### config.mk
export PLATFORM = sky130hd
export DESIGN_NAME = pic_ctrl
export DESIGN_NICKNAME = d
export VERILOG_FILES = /design/src/inc/pic_pkg.sv /design/src/hdl/pic_ctrl.sv
export VERILOG_INCLUDE_DIRS = /design/src /design/src/inc
export SDC_FILE = /design/constraint.sdc
export NUM_CORES = 1
export LEC_CHECK = 0
export BUFFER_PORTS_ARGS = -buffer_cell sky130_fd_sc_hd__buf_2
export CAP_MARGIN = 20
export CORE_ASPECT_RATIO = 1.75
export CORE_MARGIN = 2
export CORE_UTILIZATION = 45
export DETAILED_ROUTE_END_ITERATION = 12
export PLACE_DENSITY = 0.7
export SETUP_SLACK_MARGIN = 0.02
export SYNTH_ARGS = -nofsm -noshare
export SYNTH_HDL_FRONTEND = slang
export SYNTH_SLANG_ARGS = --single-unit
### constraint.sdc
create_clock -name clock -period 2 [get_ports clock]
set_input_delay 0.3 -clock clock [delete_from_list [all_inputs] [get_ports clock]]
set_output_delay 0.3 -clock clock [all_outputs]
set_load 0.02 [all_outputs]
### src/inc/pic_defines.svh
// Offsets, field positions, reset values and timing counts of the interrupt controller
`ifndef PIC_DEFINES_SVH
`define PIC_DEFINES_SVH

`define PIC_NSRC         10
`define PIC_ADDR_CLEAR0  8'hDA
`define PIC_ADDR_CLEAR1  8'hDB
`define PIC_ADDR_MASK0   8'hE0
`define PIC_ADDR_MASK1   8'hE1
`define PIC_ADDR_SWPOST  8'hE2
`define PIC_ADDR_FLAGS   8'hF0
`define PIC_FLAG_GIE     0
`define PIC_SWPOST_EN    0
`define PIC_RST_BYTE     8'h00
`define PIC_CLEAR1_BITS  2
`define PIC_ENTRY_CYCLES 4'hD
`define PIC_PUSH_CYCLES  4'h3
`define PIC_RET_LAST     4'h4
`define PIC_VEC_STEP     4

`endif

### src/inc/pic_pkg.sv
// Types of the interrupt controller
`include "pic_defines.svh"

package pic_pkg;

    typedef enum logic [1:0] {
        PIC_IDLE,
        PIC_ENTRY,
        PIC_RET
    } pic_state_t;

    typedef struct packed {
        pic_state_t            state;
        logic [3:0]            cnt;
        logic [`PIC_NSRC-1:0]  posted;
        logic [`PIC_NSRC-1:0]  mask;
        logic                  swpost;
        logic [7:0]            flags;
        logic [7:0]            flags_tmp;
        logic [15:0]           pc_save;
        logic [7:0]            rdata;
        logic                  busy;
        logic                  push;
        logic [7:0]            push_data;
        logic                  pop;
        logic                  pc_load;
        logic [15:0]           pc_value;
        logic [7:0]            vector;
        logic                  vector_valid;
    } pic_regs_t;

endpackage

### src/hdl/pic_ctrl.sv
// Prioritized interrupt controller with core entry and return sequencer
//
// Operation
// RL1: Interrupt activates on source event, mask update, or global enable rising.
// RL2: Entry starts only at a completed instruction boundary.
// RL3: Entry sequence lasts exactly 13 clock cycles until table reached.
// RL4: Entry pushes pc high byte, then pc low byte, then flags.
// RL5: Entry clears whole flag register, dropping global enable.
// RL6: Entry zeroes the pc high byte.
// RL7: Winning vector is delivered and loaded into pc low byte.
// RL8: Return pops flags, pc low, pc high and restores all three.
// RL9: Pending interrupts after return are taken before next instruction.
// RL10: Several pending requests yield the highest priority vector.
// RL11: Posted latch sets on event, holds until taken or cleared.
// RL12: Posted counts as pending only when masked in; taken only with global enable.
// RL13: Clearing a mask bit keeps posted requests and still lets new ones post.
// RL14: Software should clear posted requests before enabling a block.
// RL15: Fixed priorities; vector is four times priority, timer2 lowest.
// RL16: Reading the clear register shows posted requests.
// RL17: Soft post off: written zero clears, written one ignored.
// RL18: Soft post on: written zero ignored, written one posts.
// RL19: Clear register 0 bit order i2c, sleep, spi, gpio, timer0, cap, analog, vmon.
// RL20: Clear register works independently of the vector path.
// RL21: Software writes zero to reserved bits.
// RL22: Mask register 0 uses same bit order; bits act independently.
// RL23: Hardware posting wins over a software clear in the same cycle.
// RL24: Taking clears the winner's latch in the vector delivery cycle.
`timescale 1ns/1ps

module pic_ctrl
    import pic_pkg::*;
(
    input  wire logic                 clock,
    input  wire logic                 reset,
    input  wire logic [7:0]           reg_addr,
    input  wire logic [7:0]           reg_wdata,
    input  wire logic                 reg_write,
    input  wire logic                 reg_read,
    output logic      [7:0]           reg_rdata,
    input  wire logic [`PIC_NSRC-1:0] src_event,
    input  wire logic                 instr_done,
    input  wire logic                 return_from_irq,
    input  wire logic [15:0]          core_pc,
    input  wire logic [7:0]           pop_data,
    output logic                      core_hold,
    output logic                      stack_push,
    output logic      [7:0]           stack_push_data,
    output logic                      stack_pop,
    output logic                      pc_load,
    output logic      [15:0]          pc_value,
    output logic      [7:0]           irq_vector,
    output logic                      irq_vector_valid,
    output logic                      global_irq_enable
);

    ////////////////////////////////////////////////////////////////////////////
    // Priority encoder

    function automatic logic [7:0] pic_vec(input logic [`PIC_NSRC-1:0] req);
        logic [7:0] v;
        v = `PIC_RST_BYTE;
        for (int i = `PIC_NSRC - 1; i >= 0; i--) begin
            if (req[i]) begin
                v = 8'((i + 1) * `PIC_VEC_STEP); // RL15
            end
        end
        return v;
    endfunction

    function automatic logic [`PIC_NSRC-1:0] pic_win(input logic [`PIC_NSRC-1:0] req);
        logic [`PIC_NSRC-1:0] w;
        w = '0;
        for (int i = `PIC_NSRC - 1; i >= 0; i--) begin
            if (req[i]) begin
                w    = '0;
                w[i] = 1'b1; // RL10
            end
        end
        return w;
    endfunction

    // Clear and mask byte 0 swap i2c and sleep against priority order
    function automatic logic [7:0] pic_swap(input logic [7:0] b);
        return {b[6], b[7], b[5:0]}; // RL19 RL22
    endfunction

    ////////////////////////////////////////////////////////////////////////////
    // State

    pic_regs_t r_q;
    pic_regs_t r_d;

    logic [`PIC_NSRC-1:0] pending;
    logic [`PIC_NSRC-1:0] sw_set;
    logic [`PIC_NSRC-1:0] sw_clr;
    logic [`PIC_NSRC-1:0] take_clr;
    logic [7:0]           flags_now;
    logic                 take;

    always_comb begin
        r_d      = r_q;
        sw_set   = '0;
        sw_clr   = '0;
        take_clr = '0;
        take     = 1'b0;
        pending  = r_q.posted & r_q.mask; // RL12 RL13 RL22

        // One-cycle strobes default low
        r_d.push         = 1'b0;
        r_d.pop          = 1'b0;
        r_d.pc_load      = 1'b0;
        r_d.vector_valid = 1'b0;
        r_d.rdata        = `PIC_RST_BYTE;

        ////////////////////////////////////////////////////////////////////////
        // Register writes

        if (reg_write) begin
            if (reg_addr == `PIC_ADDR_CLEAR0) begin
                if (r_q.swpost) begin
                    sw_set[7:0] = pic_swap(reg_wdata); // RL18 RL19
                end else begin
                    sw_clr[7:0] = ~pic_swap(reg_wdata); // RL17 RL19
                end
            end else if (reg_addr == `PIC_ADDR_CLEAR1) begin
                if (r_q.swpost) begin
                    sw_set[`PIC_NSRC-1:8] = reg_wdata[`PIC_CLEAR1_BITS-1:0]; // RL18
                end else begin
                    sw_clr[`PIC_NSRC-1:8] = ~reg_wdata[`PIC_CLEAR1_BITS-1:0]; // RL17
                end
            end else if (reg_addr == `PIC_ADDR_MASK0) begin
                r_d.mask[7:0] = pic_swap(reg_wdata); // RL1 RL22
            end else if (reg_addr == `PIC_ADDR_MASK1) begin
                r_d.mask[`PIC_NSRC-1:8] = reg_wdata[`PIC_CLEAR1_BITS-1:0];
            end else if (reg_addr == `PIC_ADDR_SWPOST) begin
                r_d.swpost = reg_wdata[`PIC_SWPOST_EN];
            end else if (reg_addr == `PIC_ADDR_FLAGS) begin
                r_d.flags = reg_wdata; // RL1
            end
        end

        ////////////////////////////////////////////////////////////////////////
        // Register reads

        if (reg_read) begin
            if (reg_addr == `PIC_ADDR_CLEAR0) begin
                r_d.rdata = pic_swap(r_q.posted[7:0]); // RL16 RL20
            end else if (reg_addr == `PIC_ADDR_CLEAR1) begin
                r_d.rdata = {6'h00, r_q.posted[`PIC_NSRC-1:8]}; // RL16
            end else if (reg_addr == `PIC_ADDR_MASK0) begin
                r_d.rdata = pic_swap(r_q.mask[7:0]);
            end else if (reg_addr == `PIC_ADDR_MASK1) begin
                r_d.rdata = {6'h00, r_q.mask[`PIC_NSRC-1:8]};
            end else if (reg_addr == `PIC_ADDR_SWPOST) begin
                r_d.rdata = {7'h00, r_q.swpost};
            end else if (reg_addr == `PIC_ADDR_FLAGS) begin
                r_d.rdata = r_q.flags;
            end
        end

        ////////////////////////////////////////////////////////////////////////
        // Entry and return sequencer

        flags_now = r_q.flags;

        case (r_q.state)
            PIC_IDLE: begin
                r_d.busy = 1'b0;
                if (instr_done && return_from_irq) begin
                    r_d.state = PIC_RET;
                    r_d.cnt   = 4'h0;
                    r_d.busy  = 1'b1;
                end else if (instr_done && (|pending) && flags_now[`PIC_FLAG_GIE]) begin
                    take        = 1'b1; // RL2 RL12
                    r_d.pc_save = core_pc;
                end
            end
            PIC_ENTRY: begin
                r_d.cnt = r_q.cnt + 4'h1;
                if (r_q.cnt < `PIC_PUSH_CYCLES) begin
                    r_d.push = 1'b1; // RL4
                    if (r_q.cnt == 4'h0) begin
                        r_d.push_data = r_q.pc_save[15:8];
                    end else if (r_q.cnt == 4'h1) begin
                        r_d.push_data = r_q.pc_save[7:0];
                    end else begin
                        r_d.push_data = r_q.flags;
                    end
                end
                if (r_q.cnt == `PIC_PUSH_CYCLES) begin
                    r_d.flags = `PIC_RST_BYTE; // RL5
                end
                if (r_q.cnt == `PIC_ENTRY_CYCLES - 4'h2) begin
                    r_d.pc_load  = 1'b1; // RL3
                    r_d.pc_value = {8'h00, r_q.vector}; // RL6 RL7
                end
                if (r_q.cnt == `PIC_ENTRY_CYCLES - 4'h1) begin
                    r_d.state = PIC_IDLE; // RL3
                    r_d.busy  = 1'b0;
                end
            end
            PIC_RET: begin
                r_d.cnt = r_q.cnt + 4'h1;
                r_d.pop = (r_q.cnt <= 4'h2); // RL8
                if (r_q.cnt == 4'h2) begin
                    r_d.flags_tmp = pop_data; // RL8
                end
                if (r_q.cnt == 4'h3) begin
                    r_d.pc_save[7:0] = pop_data; // RL8
                end
                if (r_q.cnt == `PIC_RET_LAST) begin
                    r_d.flags    = r_q.flags_tmp; // RL8
                    r_d.pc_save  = {pop_data, r_q.pc_save[7:0]};
                    r_d.pc_load  = 1'b1;
                    r_d.pc_value = {pop_data, r_q.pc_save[7:0]};
                    r_d.state    = PIC_IDLE;
                    r_d.busy     = 1'b0;
                    if ((|pending) && r_q.flags_tmp[`PIC_FLAG_GIE]) begin
                        take = 1'b1; // RL9
                    end
                end
            end
            default: begin
                r_d.state = PIC_IDLE;
            end
        endcase

        if (take) begin
            take_clr         = pic_win(pending); // RL10 RL24
            r_d.vector       = pic_vec(pending); // RL7 RL10
            r_d.vector_valid = 1'b1;
            r_d.state        = PIC_ENTRY;
            r_d.cnt          = 4'h0;
            r_d.busy         = 1'b1;
        end

        ////////////////////////////////////////////////////////////////////////
        // Posted latches; posting beats clearing

        r_d.posted = (r_q.posted & ~(sw_clr | take_clr)) | src_event | sw_set; // RL11 RL23
    end

    always_ff @(posedge clock) begin
        if (reset) begin
            r_q <= '0;
        end else begin
            r_q <= r_d;
        end
    end

    ////////////////////////////////////////////////////////////////////////////
    // Outputs

    assign reg_rdata         = r_q.rdata;
    assign core_hold         = r_q.busy;
    assign stack_push        = r_q.push;
    assign stack_push_data   = r_q.push_data;
    assign stack_pop         = r_q.pop;
    assign pc_load           = r_q.pc_load;
    assign pc_value          = r_q.pc_value;
    assign irq_vector        = r_q.vector;
    assign irq_vector_valid  = r_q.vector_valid;
    assign global_irq_enable = r_q.flags[`PIC_FLAG_GIE];

endmodule

# [After elaboration in Yosys (flattened, before gate mapping)]
# Index checks and enable logic that the tools add are counted.
[word_totals] reg_bits=104 input_bits=56 out_inout_bits=46 elab_cells=168
[classes] add_sub_neg=1 n_lt_le_gt_ge=2 eq_ne=25 mux=77 bitwise_logic=15 n_reduce_logical=28
[ops] operator="$mux W8" count=31
[ops] operator="$mux W10" count=13
[ops] operator="$eq A8 B8 Y1 const B" count=6
[ops] operator="$mux W16" count=3
[ops] operator="$mux W17" count=2
[ops] operator="$pmux W17 S2" count=1
[ops] operator="$pmux W16 S2" count=1
[ops] operator="$or A10 B10 Y10" count=3
[ops] operator="$and A10 B10 Y10" count=2
[ops] operator="$mux W2" count=8
[ops] operator="$ne A2 B2 Y1 const B" count=8
[ops] operator="$pmux W8 S2" count=1
[ops] operator="$mux W6" count=2
[ops] operator="$reduce_and A3 Y1" count=4
[ops] operator="$not A10 Y10" count=1
[ops] operator="$reduce_and A5 Y1" count=2
[ops] operator="$reduce_or A10 Y1" count=1
[ops] operator="$reduce_or A2 Y1" count=5
[ops] operator="$mux W1" count=9
[ops] operator="$mux W9" count=1
[ops] operator="$ne A3 B3 Y1 const B" count=3
[ops] operator="$eq A4 B2 Y1 const B" count=2
[ops] operator="$eq A4 B4 Y1 const B" count=2
[ops] operator="$not A8 Y8" count=1
[ops] operator="other kinds (22)" count=36

# [Logic depth before layout (Yosys ltp)]
[depth] depth_word=17 ltp_mapped=11 ltp_nobuf=8

# [Worst setup path before layout]
# No wires, ideal clock.
[synth_path] kind="register to register" startpoint="register r_q[102] (netlist name)" endpoint="register r_q[91] (netlist name)" setup_ns=0.128 arrival_ns=1.796 t_required_ns=1.872 slack_ns=0.076 path_stages_with_launch=11 path_buffers=2 synth_period_minus_slack_ns=1.924 path_cell_list="dfxtp_1 inv_1 ha_1 buf_2 and4b_1 buf_4 a21oi_2 a311oi_1 a21oi_1 a211oi_1 nor2_1"
[synth_between] elab_chain_len=8 elab_cells_between_ends=9 cone_classes="eq/ne (1); mux (2); bitwise (5); reduce/logical (1)"
[synth_rtl] item="from (decl)" line_no="pic_ctrl.sv:90" source="pic_regs_t r_q;"
[synth_rtl] item="from (signal assigned)" line_no="pic_ctrl.sv:247" source="r_q <= r_d;"
[synth_rtl] item="$eq A2 B2 Y1 / $logic_not A2 Y1 (equally long branches)" line_no="pic_ctrl.sv:166" source="case (r_q.state)"
[synth_rtl] item="$pmux W1 S2 (*)" line_no="pic_ctrl.sv:166"
[synth_rtl] item="$mux W10 (*)" line_no="pic_ctrl.sv:228" source="if (take) begin"
[synth_rtl] item="$or A10 B10 Y10 (*)" line_no="pic_ctrl.sv:240" source="r_d.posted = (r_q.posted & ~(sw_clr | take_clr)) | src_event | sw_set;"
[synth_rtl] item="$not A10 Y10 (*)" line_no="pic_ctrl.sv:240"
[synth_rtl] item="$and A10 B10 Y10 (*)" line_no="pic_ctrl.sv:240"
[synth_rtl] item="$or A10 B10 Y10 (*) (2 in series)" line_no="pic_ctrl.sv:240"
# Mark *: on every way between the ends. The rest lies on a longest branch, timed or not.
# A chain may end at the register's enable or synchronous reset.

# [Final worst setup path]
[layout_path] startpoint="register r_q[95] (netlist name)" endpoint="register r_q[56] (netlist name)"
[layout_between] elab_chain_len=6
[layout_rtl] item="$and A10 B10 Y10" line_no="pic_ctrl.sv:106" source="pending = r_q.posted & r_q.mask;"
[layout_rtl] item="$reduce_or A10 Y1" line_no="pic_ctrl.sv:173" source="end else if (instr_done && (|pending) && flags_now[`PIC_FLAG_GIE]) begin"
[layout_rtl] item="$logic_and A1 B1 Y1 (2 in series)" line_no="pic_ctrl.sv:173"
[layout_rtl] item="$ne A2 B2 Y1 (no line)"
[layout_rtl] item="$reduce_and A4 Y1 (no line)"
# No other way between the ends.

==> out/qor.txt <==
Vias - 4763
Leak pwr - 2.51 nW
Final Setup Violations - 0
Main synth FF type - dfxtp_1
Hold Crit Depth - 3
Share of layout cells above drive strength 1 - 0.319
Worst setup SP type - flop
Most frequent cell after synthesis - nor2_1
Ys async rst share - 0
Sw Ratio - 0.256
Slew Limit Fails - 0
Clk network pwr share - 0.424
Unrepaired setup endpoints after global routing - yes
DRT Wirelength - 15.0 mm
Psw - 1.09 mW
Clock slew at reported path FFs - 0.07 ns
R2r startpoint - r_q[95]
Area Overhead vs Synth - 19.8%
Post-route minimum period - 1.94 ns
Tcrit/Tclk final - 0.970
Pwr dens - 688 nW/um^2
Type of the worst min-delay path - in2reg
Total CTS buffers - 9
Chip Width - 85.1 microns
CTS Sinks - 100
Top delay family on crit path - compound AO/OA/AOI/OAI gates
Peak supply drop - 0.474 mV
Critical Path, Cell by Cell - a222oi_1, buf_4, nand4_1, a22oi_2, buf_4, nor2_4, nor2_1, a211oi_2
Int Pwr - 3.18 mW
Final hold vios - 0
First-pass DRT Iterations - 7
Seq/Total Area, Yosys - 0.387
FMAX - 0.516 GHz
Critical path arrival - 2.15 ns
Post-route cell area - 6200 sq um
Clock Path Buffers - 2
EDFF count, synth - 0
Data required, critical path - 2.21 ns
Final TNS setup - 0 ns
Ys Warns - 0
Fin cells - 815
Inserted Diodes - 0
Remaining antenna violation count - 0
Synthesized flop and latch total - 100
Max Cap Violations - 0
Clock latency on the worst-skew pair - 0.35 ns
Vias in the first global route - 4668
Status - finished clean
Crit end category - flop
Clock Skew - 0.00911 ns
Worst Hold Launch - src_event[9]
Root buffer cell - clkbuf_16
Post-DP Area - 5730 sq um
Commonest cells in the synthesized netlist - nor2_1 (112), dfxtp_1 (100), a21oi_1 (43), buf_4 (42), mux2i_1 (39)
CP dominant cell by count - buf_4
Worst Setup SP - r_q[95]
Crit path max fanout - 8
PortBufs - 97
Path depth of the worst reg2reg path - 8
Largest area contributor in the netlist - dfxtp_1
Core area - 11200 sq um
Top post-synthesis cells by area - dfxtp_1 (39%), nor2_1 (8.1%), mux2i_1 (7.5%)
Largest net degree at the start of global routing - 44
Largest stage delay on the critical path - 0.37 ns
DRC - 0
RePlAce Congestion - 0.944
Num ports - 102
Die Footprint - 12400 sq um
Syn avg cell area - 8.87 sq um
WP buf/inv - 2
First-pass GRT wire length - 23.3 mm
Nets - 742
Comb pwr share - 0.097
Via/cell ratio - 5.84
CP Class - reg2reg
H-tree depth - 3
Initial antenna violation count - 0
WL/cell - 18.4 microns
Mapped cell area - 5180 sq um
Critical path depth - 8
Post-detail-place hpwl - 11.3 mm
Worst reg2reg path endpoint - r_q[56]
Die H - 146 microns
Number of fill cells - 990
1st-iter DRT viols - 335
Initial Util - 0.464
Inst Count DP - 788
Worst Setup EP - r_q[56]
Slew @ Worst Pin - 0.583 ns
Part of the power in registers - 0.479
R2r setup slk - 0.06 ns
Top cell type's share of synthesized area - 0.387
Unique masters post-synth - 59
Grt ovf - 0
Gr usage total - 0.236
Syn Inst Count - 584
CTS tree - yes
Worst slew margin - 0.611
CP max stage cell - a222oi_1
Cell row count - 51
-- placed cells by master (no fill, tap or decap), types with 12 or more instances in the layout --
master	n
nand2_1	22
a21oi_1	43
a211oi_2	18
a211oi_1	15
nor2b_1	18
nor2_1	109
a222oi_1	12
mux2i_1	39
a22oi_1	14
buf_4	49
buf_2	97
dfxtp_1	97
-- logic make-up after synthesis --
group	count (synthesis)	synth area share
adder cells (fa/ha/maj)	8	0.0193
AO/OA/AOI/OAI	148	0.223
AND/OR/NAND/NOR	204	0.194
buffers and inverters	82	0.0966
XOR/XNOR	1	0.00169
other	1	0.000724
flip-flops	100	0.387
multiplexers	40	0.0776
-- worst min path at each step --
stage                                     to
after floorplan                      r_q[91]
after global placement    stack_push_data[4]
after detailed placement  stack_push_data[2]
after CTS                            r_q[97]
after global routing                 r_q[95]
final                                r_q[97]
-- routing by layer --
metal / up-vias / routed length (microns) / track usage
met4: 0 / 726 / 0.131
li1: 2260 / - / -
met2: 209 / 8160 / 0.437
met1: 2245 / 5260 / 0.241
met5: - / 0 / 0
met3: 49 / 854 / 0.0425
-- power groups by stage --
stage | logic, mW | clock network, mW | registers [mW]
5_1_grt | 0.446 | 1.92 | 2.05
6_report | 0.413 | 1.81 | 2.05
2_1_floorplan | 0.224 | 0 | 2.09
4_1_cts | 0.400 | 1.83 | 2.04
3_3_place_gp | 0.388 | 0 | 2.09
3_5_place_dp | 0.395 | 0 | 2.09
-- state kept, by name, summed over array words and instances (netlist names), 4 cells and up --
signal,flops
flags_now,8
irq_vector,4
pc_value,16
reg_rdata,8
r_q,51
stack_push_data,8
-- cell type report --
type	instances	area [sq um]	area share
multi-input cells	407	2770	0.447
flip-flops and latches	100	2010	0.323
repair buffers	150	916	0.148
clock buffers	9	225	0.0363
well taps	132	165	0.0266
clock inverters	7	82.6	0.0133
inverters	10	37.5	0.00605
-- stage by stage --
stage | hold slack, ns | total power, mW | utilization | setup WS [ns]
final | 0.160 | 4.27 | 0.555 | 0.0602
after global routing | 0.163 | 4.41 | 0.555 | -0.0143
after CTS | 0.154 | 4.28 | 0.544 | 0.00586
after detailed placement | 0.478 | 2.48 | 0.513 | -0.0895
after global placement | 0.463 | 2.48 | 0.513 | 0.0391
after floorplan | 0.421 | 2.31 | - | 0.0762
-- worst reg2reg max path, stage by stage (launching register included) --
cell and delay, ns:
dfxtp_1 0.36, a222oi_1 0.37, buf_4 0.20, nand4_1 0.13, a22oi_2 0.26, buf_4 0.19
nor2_4 0.07, nor2_1 0.16, a211oi_2 0.07
-- what timing repair did --
action | in CTS | in global routing
setup endpoints to repair | 31 | 43
buffers inserted | 1 | 8
endpoints found under the hold margin | 0 | 0
hold buffers | 0 | 0
cloned | 0 | 2
pin swaps | 0 | 7
resized for setup | 6 | 17
Note: power is estimated with default switching activity, not from simulation.
